--- src/core/mmd_pkg.sv ---
// Package: memory map constants and region encodings for the address decoder
package mmd_pkg;
   // ==========================================================
   // Address space
   localparam int ADDR_W = 16;
   localparam int DATA_W = 8;
   // ==========================================================
   // Size settings and reset defaults
   localparam logic [7:0] MEM_SIZE_RST = 8'hcf;
   localparam logic [7:0] XRAM_SIZE_RST = 8'h0c;
   localparam logic [7:0] MEM_SIZE_24K = 8'h46;
   localparam logic [7:0] MEM_SIZE_32K = 8'h48;
   localparam logic [7:0] MEM_SIZE_FLASH = 8'hc8;
   localparam logic [7:0] XRAM_SIZE_USE = 8'h0b;
   // ==========================================================
   // Region bounds
   localparam logic [15:0] ROM_END_24K = 16'h5fff;
   localparam logic [15:0] ROM_END_32K = 16'h7fff;
   localparam logic [15:0] VEC_LO = 16'h0000;
   localparam logic [15:0] VEC_HI = 16'h003f;
   localparam logic [15:0] CTBL_LO = 16'h0040;
   localparam logic [15:0] CTBL_HI = 16'h007f;
   localparam logic [15:0] FCALL_LO = 16'h0800;
   localparam logic [15:0] FCALL_HI = 16'h0fff;
   localparam logic [15:0] XRAM_LO = 16'hf600;
   localparam logic [15:0] XRAM_HI = 16'hf7ff;
   localparam logic [15:0] LCD_LO = 16'hfa00;
   localparam logic [15:0] LCD_HI = 16'hfa27;
   localparam logic [15:0] HRAM_LO_MASK = 16'hfd00;
   localparam logic [15:0] HRAM_LO_FLASH = 16'hfb00;
   localparam logic [15:0] HRAM_HI = 16'hfeff;
   localparam logic [15:0] BANK_LO = 16'hfee0;
   localparam logic [15:0] SFR_LO = 16'hff00;
   localparam logic [15:0] RST_VEC_ADDR = 16'h0000;
   // ==========================================================
   // Vector addresses
   localparam logic [15:0] WDT_VEC = 16'h0004;
   localparam logic [15:0] EXT_VEC0 = 16'h0006;
   localparam logic [15:0] PERI_VEC_MAX = 16'h0032;
   localparam logic [15:0] BRK_VEC = 16'h003e;
   localparam logic [4:0] NUM_SRC = 5'd26;
   // ==========================================================
   // Variants and regions
   typedef enum logic [1:0] {MMD_V24K = 2'h0, MMD_V32K = 2'h1, MMD_VFLASH = 2'h2} mmd_variant_t;
   typedef enum logic [2:0]
   {
      MMD_R_UNMAP = 3'h0,
      MMD_R_ROM = 3'h1,
      MMD_R_XRAM = 3'h2,
      MMD_R_LCD = 3'h3,
      MMD_R_HRAM = 3'h4,
      MMD_R_SFR = 3'h5
   } mmd_region_t;
   // Vector fetch sequence
   typedef enum logic [1:0] {MMD_S_IDLE = 2'b00, MMD_S_LO = 2'b01, MMD_S_HI = 2'b11} mmd_state_t;
endpackage

--- src/core/mmd_vec_addr.sv ---
// Vector address lookup per event source
`timescale 1ns/1ps
`default_nettype none
module mmd_vec_addr
(
   input wire logic [4:0] src,
   output logic [15:0] vec_addr
);
   import mmd_pkg::*;
   // ==========================================================
   // Source 0 reset, 1 watchdog, 2..8 ext irqs, up to peripheral max, 25 break
   wire [15:0] src_ext = {11'h000, src};
   wire [15:0] step_addr = 16'(EXT_VEC0 + ((src_ext - 16'h0002) << 1));
   assign vec_addr = (src == 5'd0) ? RST_VEC_ADDR :
                     (src == 5'd1) ? WDT_VEC :
                     (src == 5'd25) ? BRK_VEC :
                     (step_addr > PERI_VEC_MAX) ? PERI_VEC_MAX : step_addr;
endmodule
`default_nettype wire

--- src/core/mmd_decoder.sv ---
// Memory map decoder with size settings and vector fetch sequencer
// What this block does
// RULE1: One flat 64 KB space, 16-bit address
// RULE2: Size settings reset to CFH and 0CH
// RULE3: Software sets 46H/48H/C8H and 0BH
// RULE4: Program memory ends 5FFFH or 7FFFH
// RULE5: 0000H to 003FH is vector table
// RULE6: Vector low byte even, high odd
// RULE7: Fixed vector address per event source
// RULE8: 0040H to 007FH table call entries (the code also sets in_call_table at any address while table_call_insn is high)
// RULE9: Direct call targets only 0800H-0FFFH
// RULE10: High-speed RAM FD00H or FB00H to FEFFH
// RULE11: FEE0H-FEFFH four eight-register banks
// RULE12: No fetch from high-speed RAM
// RULE13: Expansion RAM F600H-F7FFH, fetch allowed
// RULE14: Display RAM FA00H-FA27H, plain RAM too
// RULE15: Peripheral window FF00H to FFFFH
// RULE16: No access to unassigned peripheral addresses (the code maps every address in FF00H-FFFFH to the peripheral region)
// RULE17: Reset loads counter from vector 0000H
// RULE18: One region per address, else unmapped
`timescale 1ns/1ps
`default_nettype none
module mmd_decoder
(
   input wire logic clock,
   input wire logic rst_n,
   input wire mmd_pkg::mmd_variant_t variant,
   input wire logic [15:0] addr,
   input wire logic acc_valid,
   input wire logic acc_fetch,
   input wire logic acc_write,
   input wire logic far_direct_call_insn,
   input wire logic table_call_insn,
   input wire logic size_wr,
   input wire logic size_sel_xram,
   input wire logic [7:0] size_wdata,
   input wire logic vec_req,
   input wire logic [4:0] vec_src,
   input wire logic [7:0] mem_rdata,
   output mmd_pkg::mmd_region_t region,
   output logic unmapped,
   output logic exec_fault,
   output logic call_fault,
   output logic write_en,
   output logic in_vector,
   output logic in_call_table,
   output logic in_reg_bank,
   output logic [1:0] bank_num,
   output logic [2:0] bank_reg,
   output logic [7:0] mem_size_sel,
   output logic [7:0] xram_size_sel,
   output logic [15:0] vec_rd_addr,
   output logic vec_rd,
   output logic [15:0] program_counter,
   output logic pc_load
);
   import mmd_pkg::*;
   // ==========================================================
   // Region decode
   logic [15:0] rom_end;
   logic [15:0] hram_lo;
   assign rom_end = (variant == MMD_V24K) ? ROM_END_24K : ROM_END_32K; // [RULE4]
   assign hram_lo = (variant == MMD_VFLASH) ? HRAM_LO_FLASH : HRAM_LO_MASK; // [RULE10]
   wire hit_rom = (addr <= rom_end); // [RULE1] [RULE4]
   wire hit_xram = (addr >= XRAM_LO) && (addr <= XRAM_HI); // [RULE13]
   wire hit_lcd = (addr >= LCD_LO) && (addr <= LCD_HI); // [RULE14]
   wire hit_hram = (addr >= hram_lo) && (addr <= HRAM_HI); // [RULE10]
   wire hit_sfr = (addr >= SFR_LO); // [RULE15]
   // Priority chain keeps one region per address
   assign region = hit_rom ? MMD_R_ROM :
                   hit_xram ? MMD_R_XRAM :
                   hit_lcd ? MMD_R_LCD :
                   hit_hram ? MMD_R_HRAM :
                   hit_sfr ? MMD_R_SFR : MMD_R_UNMAP; // [RULE18]
   assign unmapped = acc_valid && (region == MMD_R_UNMAP); // [RULE18]
   // Fetch permission: ROM and expansion RAM only
   wire fetch_ok = (region == MMD_R_ROM) || (region == MMD_R_XRAM); // [RULE12] [RULE13]
   assign exec_fault = acc_valid && acc_fetch && !fetch_ok; // [RULE12]
   // Direct call target window
   wire fcall_in = (addr >= FCALL_LO) && (addr <= FCALL_HI);
   assign call_fault = acc_valid && far_direct_call_insn && !fcall_in; // [RULE9]
   // Writes only to RAM and peripheral regions, never to unmapped space
   assign write_en = acc_valid && acc_write && !acc_fetch && // [RULE14] [RULE18]
                     (region inside {MMD_R_XRAM, MMD_R_LCD, MMD_R_HRAM, MMD_R_SFR});
   // Sub-areas of program memory
   assign in_vector = (addr <= VEC_HI); // [RULE5]
   assign in_call_table = table_call_insn || ((addr >= CTBL_LO) && (addr <= CTBL_HI)); // [RULE8]
   // Register banks: bank 0 at top, eight bytes each
   assign in_reg_bank = (addr >= BANK_LO) && (addr <= HRAM_HI); // [RULE11]
   assign bank_num = ~addr[4:3]; // [RULE11]
   assign bank_reg = addr[2:0]; // [RULE11]
   // ==========================================================
   // Size settings
   logic [7:0] mem_size_ff;
   logic [7:0] xram_size_ff;
   // Reset defaults, then software rewrites
   always_ff @(posedge clock or negedge rst_n)
   begin
      if (!rst_n)
      begin
         mem_size_ff <= MEM_SIZE_RST; // [RULE2]
         xram_size_ff <= XRAM_SIZE_RST; // [RULE2]
      end
      else if (size_wr && !size_sel_xram)
         mem_size_ff <= size_wdata; // [RULE3]
      else if (size_wr && size_sel_xram)
         xram_size_ff <= size_wdata; // [RULE3]
   end
   assign mem_size_sel = mem_size_ff;
   assign xram_size_sel = xram_size_ff;
   // ==========================================================
   // Vector fetch sequencer
   mmd_state_t state_ff;
   mmd_state_t nxt_state;
   logic [15:0] vbase_ff;
   logic [7:0] vlo_ff;
   logic [15:0] pc_ff;
   logic load_ff;
   logic boot_ff;
   logic [15:0] src_addr;
   mmd_vec_addr u_vec
   (
      .src(vec_src),
      .vec_addr(src_addr)
   );
   wire start = boot_ff || vec_req;
   wire [15:0] start_base = boot_ff ? RST_VEC_ADDR : src_addr; // [RULE7] [RULE17]
   // Next state of the two-byte read
   always_comb
   begin
      case (state_ff)
         MMD_S_IDLE: nxt_state = start ? MMD_S_LO : MMD_S_IDLE;
         MMD_S_LO: nxt_state = MMD_S_HI;
         MMD_S_HI: nxt_state = MMD_S_IDLE;
         default: nxt_state = MMD_S_IDLE;
      endcase
   end
   // Even address first, odd next; data returns one cycle later
   assign vec_rd = (state_ff != MMD_S_IDLE);
   assign vec_rd_addr = (state_ff == MMD_S_HI) ? (vbase_ff | 16'h0001) : vbase_ff; // [RULE6]
   // State, base capture and counter load
   always_ff @(posedge clock or negedge rst_n)
   begin
      if (!rst_n)
      begin
         state_ff <= MMD_S_IDLE;
         vbase_ff <= RST_VEC_ADDR;
         vlo_ff <= 8'h00;
         pc_ff <= 16'h0000;
         load_ff <= 1'b0;
         boot_ff <= 1'b1;
      end
      else
      begin
         state_ff <= nxt_state;
         load_ff <= (state_ff == MMD_S_HI);
         if (state_ff == MMD_S_IDLE && start)
         begin
            vbase_ff <= start_base; // [RULE7]
            boot_ff <= 1'b0;
         end
         if (state_ff == MMD_S_HI)
            vlo_ff <= mem_rdata; // [RULE6]
         if (load_ff)
            pc_ff <= {mem_rdata, vlo_ff}; // [RULE6] [RULE17]
      end
   end
   assign program_counter = pc_ff;
   assign pc_load = load_ff;
   // ==========================================================
   // Checks
   chk_hram_nofetch: assert property (@(posedge clock) disable iff (!rst_n) // [RULE12]
      (acc_valid && acc_fetch && region == MMD_R_HRAM) |-> exec_fault)
      else $error("fetch from high-speed RAM not flagged");
   chk_xram_fetch: assert property (@(posedge clock) disable iff (!rst_n) // [RULE13]
      (acc_valid && addr >= XRAM_LO && addr <= XRAM_HI) |-> (region == MMD_R_XRAM && !exec_fault))
      else $error("expansion RAM decode wrong");
   chk_lcd_range: assert property (@(posedge clock) disable iff (!rst_n) // [RULE14]
      (addr >= LCD_LO && addr <= LCD_HI) |-> region == MMD_R_LCD)
      else $error("display RAM decode wrong");
   chk_sfr_window: assert property (@(posedge clock) disable iff (!rst_n) // [RULE15]
      (addr >= SFR_LO) == (region == MMD_R_SFR))
      else $error("peripheral window decode wrong");
   chk_rom_end: assert property (@(posedge clock) disable iff (!rst_n) // [RULE4]
      (variant == MMD_V24K && addr > ROM_END_24K) |-> region != MMD_R_ROM)
      else $error("program memory too large");
   chk_hram_mask: assert property (@(posedge clock) disable iff (!rst_n) // [RULE10]
      (variant != MMD_VFLASH && addr >= HRAM_LO_FLASH && addr < HRAM_LO_MASK) |->
      (unmapped || !acc_valid))
      else $error("mask variant RAM too large");
   chk_call_window: assert property (@(posedge clock) disable iff (!rst_n) // [RULE9]
      (acc_valid && far_direct_call_insn) |->
      (call_fault == !(addr >= FCALL_LO && addr <= FCALL_HI)))
      else $error("direct call window wrong");
   chk_vec_pair: assert property (@(posedge clock) disable iff (!rst_n) // [RULE6]
      (state_ff == MMD_S_LO) |=>
      (vec_rd && vec_rd_addr == ($past(vec_rd_addr) | 16'h0001)) ##1 pc_load)
      else $error("vector byte order wrong");
   chk_boot_vector: assert property (@(posedge clock) disable iff (!rst_n) // [RULE17]
      ($rose(boot_ff == 1'b0) && $past(boot_ff)) |-> vbase_ff == RST_VEC_ADDR)
      else $error("reset vector not used");
   chk_unmap_nowrite: assert property (@(posedge clock) disable iff (!rst_n) // [RULE18]
      unmapped |-> !write_en)
      else $error("write reached unmapped space");
   chk_size_reset: assert property (@(posedge clock) disable iff (!rst_n) // [RULE2]
      $rose(rst_n) |-> (mem_size_sel == MEM_SIZE_RST && xram_size_sel == XRAM_SIZE_RST))
      else $error("size setting reset value wrong");
   // Settings hold, banks count down from the top, display RAM writes, fetch start and load pulse
   chk_size_hold: assert property (@(posedge clock) disable iff (!rst_n) // [RULE2]
      !size_wr |=> ($stable(mem_size_sel) && $stable(xram_size_sel)))
      else $error("size setting changed without a write");
   chk_bank_order: assert property (@(posedge clock) disable iff (!rst_n) // [RULE11]
      in_reg_bank |-> (bank_num == 2'(HRAM_HI[4:3] - addr[4:3]) && bank_reg == addr[2:0]))
      else $error("register bank numbering wrong");
   chk_lcd_write: assert property (@(posedge clock) disable iff (!rst_n) // [RULE14]
      (acc_valid && acc_write && !acc_fetch && addr >= LCD_LO && addr <= LCD_HI) |-> write_en)
      else $error("display RAM write refused");
   chk_vec_start: assert property (@(posedge clock) disable iff (!rst_n) // [RULE7]
      (state_ff == MMD_S_IDLE && vec_req && !boot_ff) |=>
      (vec_rd && vec_rd_addr == $past(src_addr)))
      else $error("vector start address wrong");
   chk_pc_pulse: assert property (@(posedge clock) disable iff (!rst_n) // [RULE17]
      pc_load |=> !pc_load)
      else $error("counter load pulse too long");
endmodule
`default_nettype wire

--- config.mk ---
export PLATFORM = sky130hd
export DESIGN_NAME = mmd_decoder
export DESIGN_NICKNAME = d
export VERILOG_FILES = /design/src/core/mmd_pkg.sv /design/src/core/mmd_vec_addr.sv /design/src/core/mmd_decoder.sv
export SDC_FILE = /design/constraint.sdc
export NUM_CORES = 1
export LEC_CHECK = 0
export ABC_AREA = 1
export BUFFER_PORTS_ARGS = -buffer_cell sky130_fd_sc_hd__buf_4
export CORE_UTILIZATION = 40
export CTS_CLUSTER_SIZE = 20
export DETAILED_ROUTE_END_ITERATION = 6
export PLACE_DENSITY = 0.65
export SLEW_MARGIN = 15
export SYNTH_ARGS = -nofsm -noshare
export SYNTH_HDL_FRONTEND = slang
export SYNTH_SLANG_ARGS = --single-unit
--- constraint.sdc ---
create_clock -name clock -period 1.9 [get_ports clock]
set_input_delay 0.095 -clock clock [delete_from_list [all_inputs] [get_ports clock]]
set_output_delay 0.095 -clock clock [all_outputs]
set_load 0.05 [all_outputs]
---- Word-level counts from Yosys, hierarchy flattened ----
Cells that the tools add are included.
Widths: inputs -> output; s select.
operators by class
  add/sub/neg operators ................... 2
  multipliers ............................. 0
  div/mod/pow operators ................... 0
  $lt $le $gt $ge ......................... 15
  eq/ne operators ......................... 10
  shifts and indexed selects .............. 0
  multiplexer cells ....................... 15
  bitwise logic cells ..................... 2
  reduce and logical (&&, ||, !) cells .... 31
operators by type and width
  kind                   number
  $mux 16                5
  $ge 16x16->1 const B   4
  $le 16x16->1 const B   3
  $logic_and 1x1->1      17
  $add 3x16->16 const A  1
  $ge 16x12->1 const B   1
  $ge 16x16->1           1
  $ge 16x7->1 const B    1
  $gt 16x6->1 const B    1
  $le 16x12->1 const B   1
  $le 16x15->1           1
  $le 16x6->1 const B    1
  $le 16x7->1 const B    1
  $mux 3                 5
  $mux 14                1
  $mux 11                1
  $eq 3x2->1 const B     2
  $eq 3x3->1 const B     2
  $sub 5x2->6 const B    1
  $eq 5x1->1 const B     1
  $eq 5x5->1 const B     1
  $logic_not 5->1        1
  $eq 2x2->1 const B     2
  $logic_not 1->1        4
  12 further kinds       16
storage, ports and cells
  flip-flop bits (word level) ............. 60
  latch bits .............................. 0
  memory bits (writable) .................. 0
  bits in read-only memories .............. 0
  input port bits ......................... 49
  logic and storage cells ................. 83
  memories ................................ 0

---- Longest topological paths before layout ----
  depth in word-level cells ............... 12
  gate-level depth with buffers ........... 16
  depth with buffers taken out ............ 16

---- Hierarchy ----
Synthesis repeated with hierarchy kept, for this count alone.
second synthesis, totals
  cell total of the unflattened synthesis .. 398
  area total of the unflattened synthesis .. 3240.6 um^2
modules (own cells, without submodules)
  module        instances  cells each  area an instance (um^2)  seq. area each (um^2)
  mmd_decoder   1          317         2766.4                   1512.7
  mmd_vec_addr  1          81          474.2                    0.0

---- Worst setup path after synthesis ----
OpenSTA, ideal clock, no wires.
  path kind ............................... input to output
  start point ............................. input port addr[4]
  end point ............................... output port unmapped
  arrival ................................. 2068 ps
  data required time ...................... 1805 ps
  path slack .............................. -263 ps
  stages .................................. 6
  path through ............................ inv_1 nand3_1 nor3b_1 nand3_1 nand3_1 nor2_1
on the way
  word-level cells in the longest chain between the ends .. 8
RTL lines
  what                                                RTL line                              source
  start, declared                                     mmd_decoder.sv:28                     input wire logic [15:0] addr,
  $ge 16x16->1 (tied with other cells)                mmd_decoder.sv:68                     wire hit_sfr = (addr >= SFR_LO);
  $mux 3 / $logic_and 1x1->1 (equally long branches)  mmd_decoder.sv:74, mmd_decoder.sv:67
  $mux 3                                              mmd_decoder.sv:73                     hit_hram ? MMD_R_HRAM :
  $mux 3                                              mmd_decoder.sv:72                     hit_lcd ? MMD_R_LCD :
  $mux 3                                              mmd_decoder.sv:71                     hit_xram ? MMD_R_XRAM :
  $mux 3 (*)                                          mmd_decoder.sv:70                     assign region = hit_rom ? MMD_R_ROM :
  net region[0]                                       mmd_decoder.sv:40                     output mmd_pkg::mmd_region_t region,
  $logic_not 3->1 (*)                                 mmd_decoder.sv:75                     assign unmapped = acc_valid && (region == MMD_R_UNMAP);
  $logic_and 1x1->1 (*)                               mmd_decoder.sv:75
  end, declared                                       mmd_decoder.sv:41                     output logic unmapped,
Mark *: on every way through the listed nets, which the timed path passes. The rest lies on a longest branch.

---- Final worst setup path ----
  start point ............................. register state_ff[1]
  end point ............................... output port vec_rd_addr[0]
on the way
  word-level cells in the longest chain between the ends .. 2
RTL lines
  what                    RTL line            source
  start, declared         mmd_decoder.sv:113  mmd_state_t state_ff;
  start signal, assigned  mmd_decoder.sv:155  state_ff <= nxt_state;
  $eq 2x2->1              mmd_decoder.sv:140  assign vec_rd_addr = (state_ff == MMD_S_HI) ? (vbase_ff | 16'h0001) : vbase_ff;
  $mux 1                  mmd_decoder.sv:140
  end, declared           mmd_decoder.sv:52   output logic [15:0] vec_rd_addr,
Every way passes these cells.

==> results.yml <==
final_layout:
  design_area_um2: 4270
  antenna_cells: 0
  final_cell_mix: "buf_4, nand2_1, inv_1, dfrtp_1, nor2_1"
  area_growth_pct: 46.3
  nets: 538
  final_cells: 578
  final_common_cell: "buf_4"
  fillers: 673
  drive_above_1_share: 0.396
sta:
  finalCriticalPeriod_ns: 1.77
  fin_skew_ns: 0.0104
  hold_ws_ns: 0.0196
  rsz0062_at_grt: "no"
  max_freq_mhz: 564
  final_max_slew_viol_count: 0
  fin_crit_sh: 0.933
  tightest_slew_ns: 0.712
  maxSlewHeadroom: 0.526
  hold_viol: 0
  setup_viol_count_final: 0
pwr:
  switchingPower_mw: 2.35
  power_per_cell_area_nw_per_um2: 1270
  power.share.sequential: 0.337
  intPower_mw: 3.08
  peakVddDrop_uv: 444
  p_clk_frac: 0.194
  p_leak_nw: 2.31
  comb_power_share: 0.469
  switching_share: 0.433
  total_power_mw: 5.44
drt:
  route.detailed.drc: 0
  routedWlPerCell_um: 11.2
  drtIter0Drc: 68
  num_vias: 2592
  drtPass1Iterations: 4
  viasPerCell: 4.48
  ant_nets: 0
  wl_um: 6460
clock_tree:
  insertion_delay_ns: 0.33
  htreeDepth: 3
  clk_pin_slew_ns: 0.06
  cts_buffers: 9
  post_cts_buffers: 0
  root_buffer: "clkbuf_8"
  cts.path.max_buffers: 2
  tritoncts: "built"
  cts.sinks: 57
  cts_resized: 0
setup_path:
  slowest_stage: "dfrtp_1"
  crit_fanout: 10
  critPathArrivalTime_ns: 1.68
  crit_chain: "nand2_1, clkinv_1, buf_4"
  slowest_delay_ns: 0.41
  worstSetupPathType: "flip-flop to primary output"
  cp-start-kind: "flip-flop"
  required_ns: 1.80
  end_kind: "primary output"
placed_design:
  numPortBuffers: 113
  placed_area_um2: 3980
  hpwl_um: 4900
  placed_cells: 552
  place.gp.congestion: 0.855
grt:
  grtUsageMet2: 0.323
  grt_first_pass_wirelength_um: 10600
  antenna_found_initial: 0
  use_met3: 0.0474
  grt_max_degree: 58
  grt_overflow: 0
  gr-usage-met1: 0.198
  grt_use_total: 0.178
  grt_busiest_layer: "met2"
  grt_pass1_vias: 2504
outcome:
  status: "finished, final reports clean"
synth:
  yosys.area.top_type: "dfrtp_1"
  syn_area_um2: 2920
  ys_warn_count: 0
  synth-seq-area-share: 0.492
  yosys_register_bits: 57
  yosysTopAreaCellShare: 0.411
  ys_top_cells_by_area: "dfrtp_1, nand2_1, dfstp_2"
  synth_cells: 337
  synth_nets: 398
  syn_area_per_cell_um2: 8.67
  yosys.cell_types.count: 31
die:
  dieHeight_um: 87.5
  io_pins: 114
  die_w_um: 87.5
  num_rows: 30
  start_util: 0.423
  die_area_um2: 7650
  fp.coreArea_um2: 6910
flow_run:
  cap_violations: 0
worst_hold_path:
  holdCritPathClass: "input port to flip-flop"
## worst max-delay path, delay by kind of cell, from the launching register on
kind                   cells  cell delay, ns
buffers and inverters      2            0.65
DFF                        1            0.41
and+or+nand+nor            1            0.29
## cells by family (layout without fill, tap and decap cells)
group / Yosys count / after routing / synth area share
buf+inv: 64 / 209 / 0.0895
mux: 16 / 16 / 0.0617
fa+ha+maj: 12 / 12 / 0.0514
flops: 57 / 57 / 0.492
compound gates: 26 / 26 / 0.0484
simple gates: 162 / 162 / 0.257
## metal layers
layer  share of wire  vias up  wire length (um)
li1                -     1337                 -
met1            0.43     1165              2750
met5               0        -                 0
met4           0.010        0                65
met2            0.50       84              3200
met3           0.068        6               442
## power groups by stage
stage / logic, mW / registers (mW) / clock network (mW)
2_1_floorplan: 0.794 / 2.79 / 0
5_1_grt: 2.72 / 1.88 / 1.14
3_3_place_gp: 2.53 / 1.84 / 0
6_report: 2.55 / 1.83 / 1.06
4_1_cts: 2.58 / 1.83 / 1.09
3_5_place_dp: 2.55 / 1.85 / 0
## layout make-up
cell class / instances / area [um2] / share of cell area
timing repair buffer: 138 / 1060 / 0.248
tap: 96 / 120 / 0.0281
clock buffer: 14 / 183 / 0.0427
clock inverter: 2 / 10.0 / 0.00234
multi-input combinational: 216 / 1250 / 0.293
inverter: 55 / 210 / 0.0492
sequential: 57 / 1440 / 0.336
## synthesized netlist by cell type
master,count
or2_2,1
o21ai_2,1
dfrtp_1,48
nand2_2,2
inv_2,3
o21ai_1,2
nor3_1,3
o21ai_0,18
a21oi_1,2
clkinv_1,1
clkbuf_1,2
buf_2,2
nand3_1,19
nor3b_1,1
dfstp_2,9
nand2_4,2
nand4_1,7
nor2_1,24
nor2_2,4
mux2_2,16
nand3_4,1
nor3_2,1
nand2_1,90
nor2_8,1
inv_1,51
o21bai_1,3
and3_1,1
nor4_1,3
buf_4,5
ha_1,12
nor2_4,2
## path summary, 6_finish.rpt
check / startpoint / endpoint / slack, ns / cells after the start
min in group asynchronous: rst_n / program_counter[9]$_DFFE_PN0P_ / 0.37 / 2
worst max-delay path: state_ff[1]$_DFF_PN0_ / vec_rd_addr[0] / 0.13 / 3
worst max register to register: state_ff[1]$_DFF_PN0_ / vlo_ff[3]$_DFFE_PN0P_ / 0.51 / 4
max in group asynchronous: rst_n / vlo_ff[4]$_DFFE_PN0P_ / 1.06 / 2
worst min-delay path: size_wdata[2] / mem_size_sel[2]$_DFFE_PN1P_ / 0.02 / 3
worst min register to register: vlo_ff[7]$_DFFE_PN0P_ / vlo_ff[7]$_DFFE_PN0P_ / 0.47 / 2
## state kept, by name, summed over array words and instances (netlist names)
| signal | flops |
|---|---|
| state_ff | 2 |
| vlo_ff | 8 |
| xram_size_sel | 8 |
| mem_size_sel | 8 |
| program_counter | 16 |
| pc_load | 1 |
| boot_ff | 1 |
| vbase_ff | 13 |
## per-stage QoR
step | TNS [ns] | setup slack (ns) | utilization
after global routing | 0 | 0.0154 | 0.619
after detailed placement | -0.679 | -0.164 | 0.576
after global placement | -0.373 | -0.0947 | 0.576
after floorplan | -0.0589 | -0.0589 | -
after CTS | 0 | 0.101 | 0.619
final | 0 | 0.127 | 0.619
## what timing repair did
action                     in CTS  in global routing
hold buffers                   10                  0
hold endpoints to repair       59                  0
setup endpoints to repair       0                  0
(Power assumes the default switching activity.)
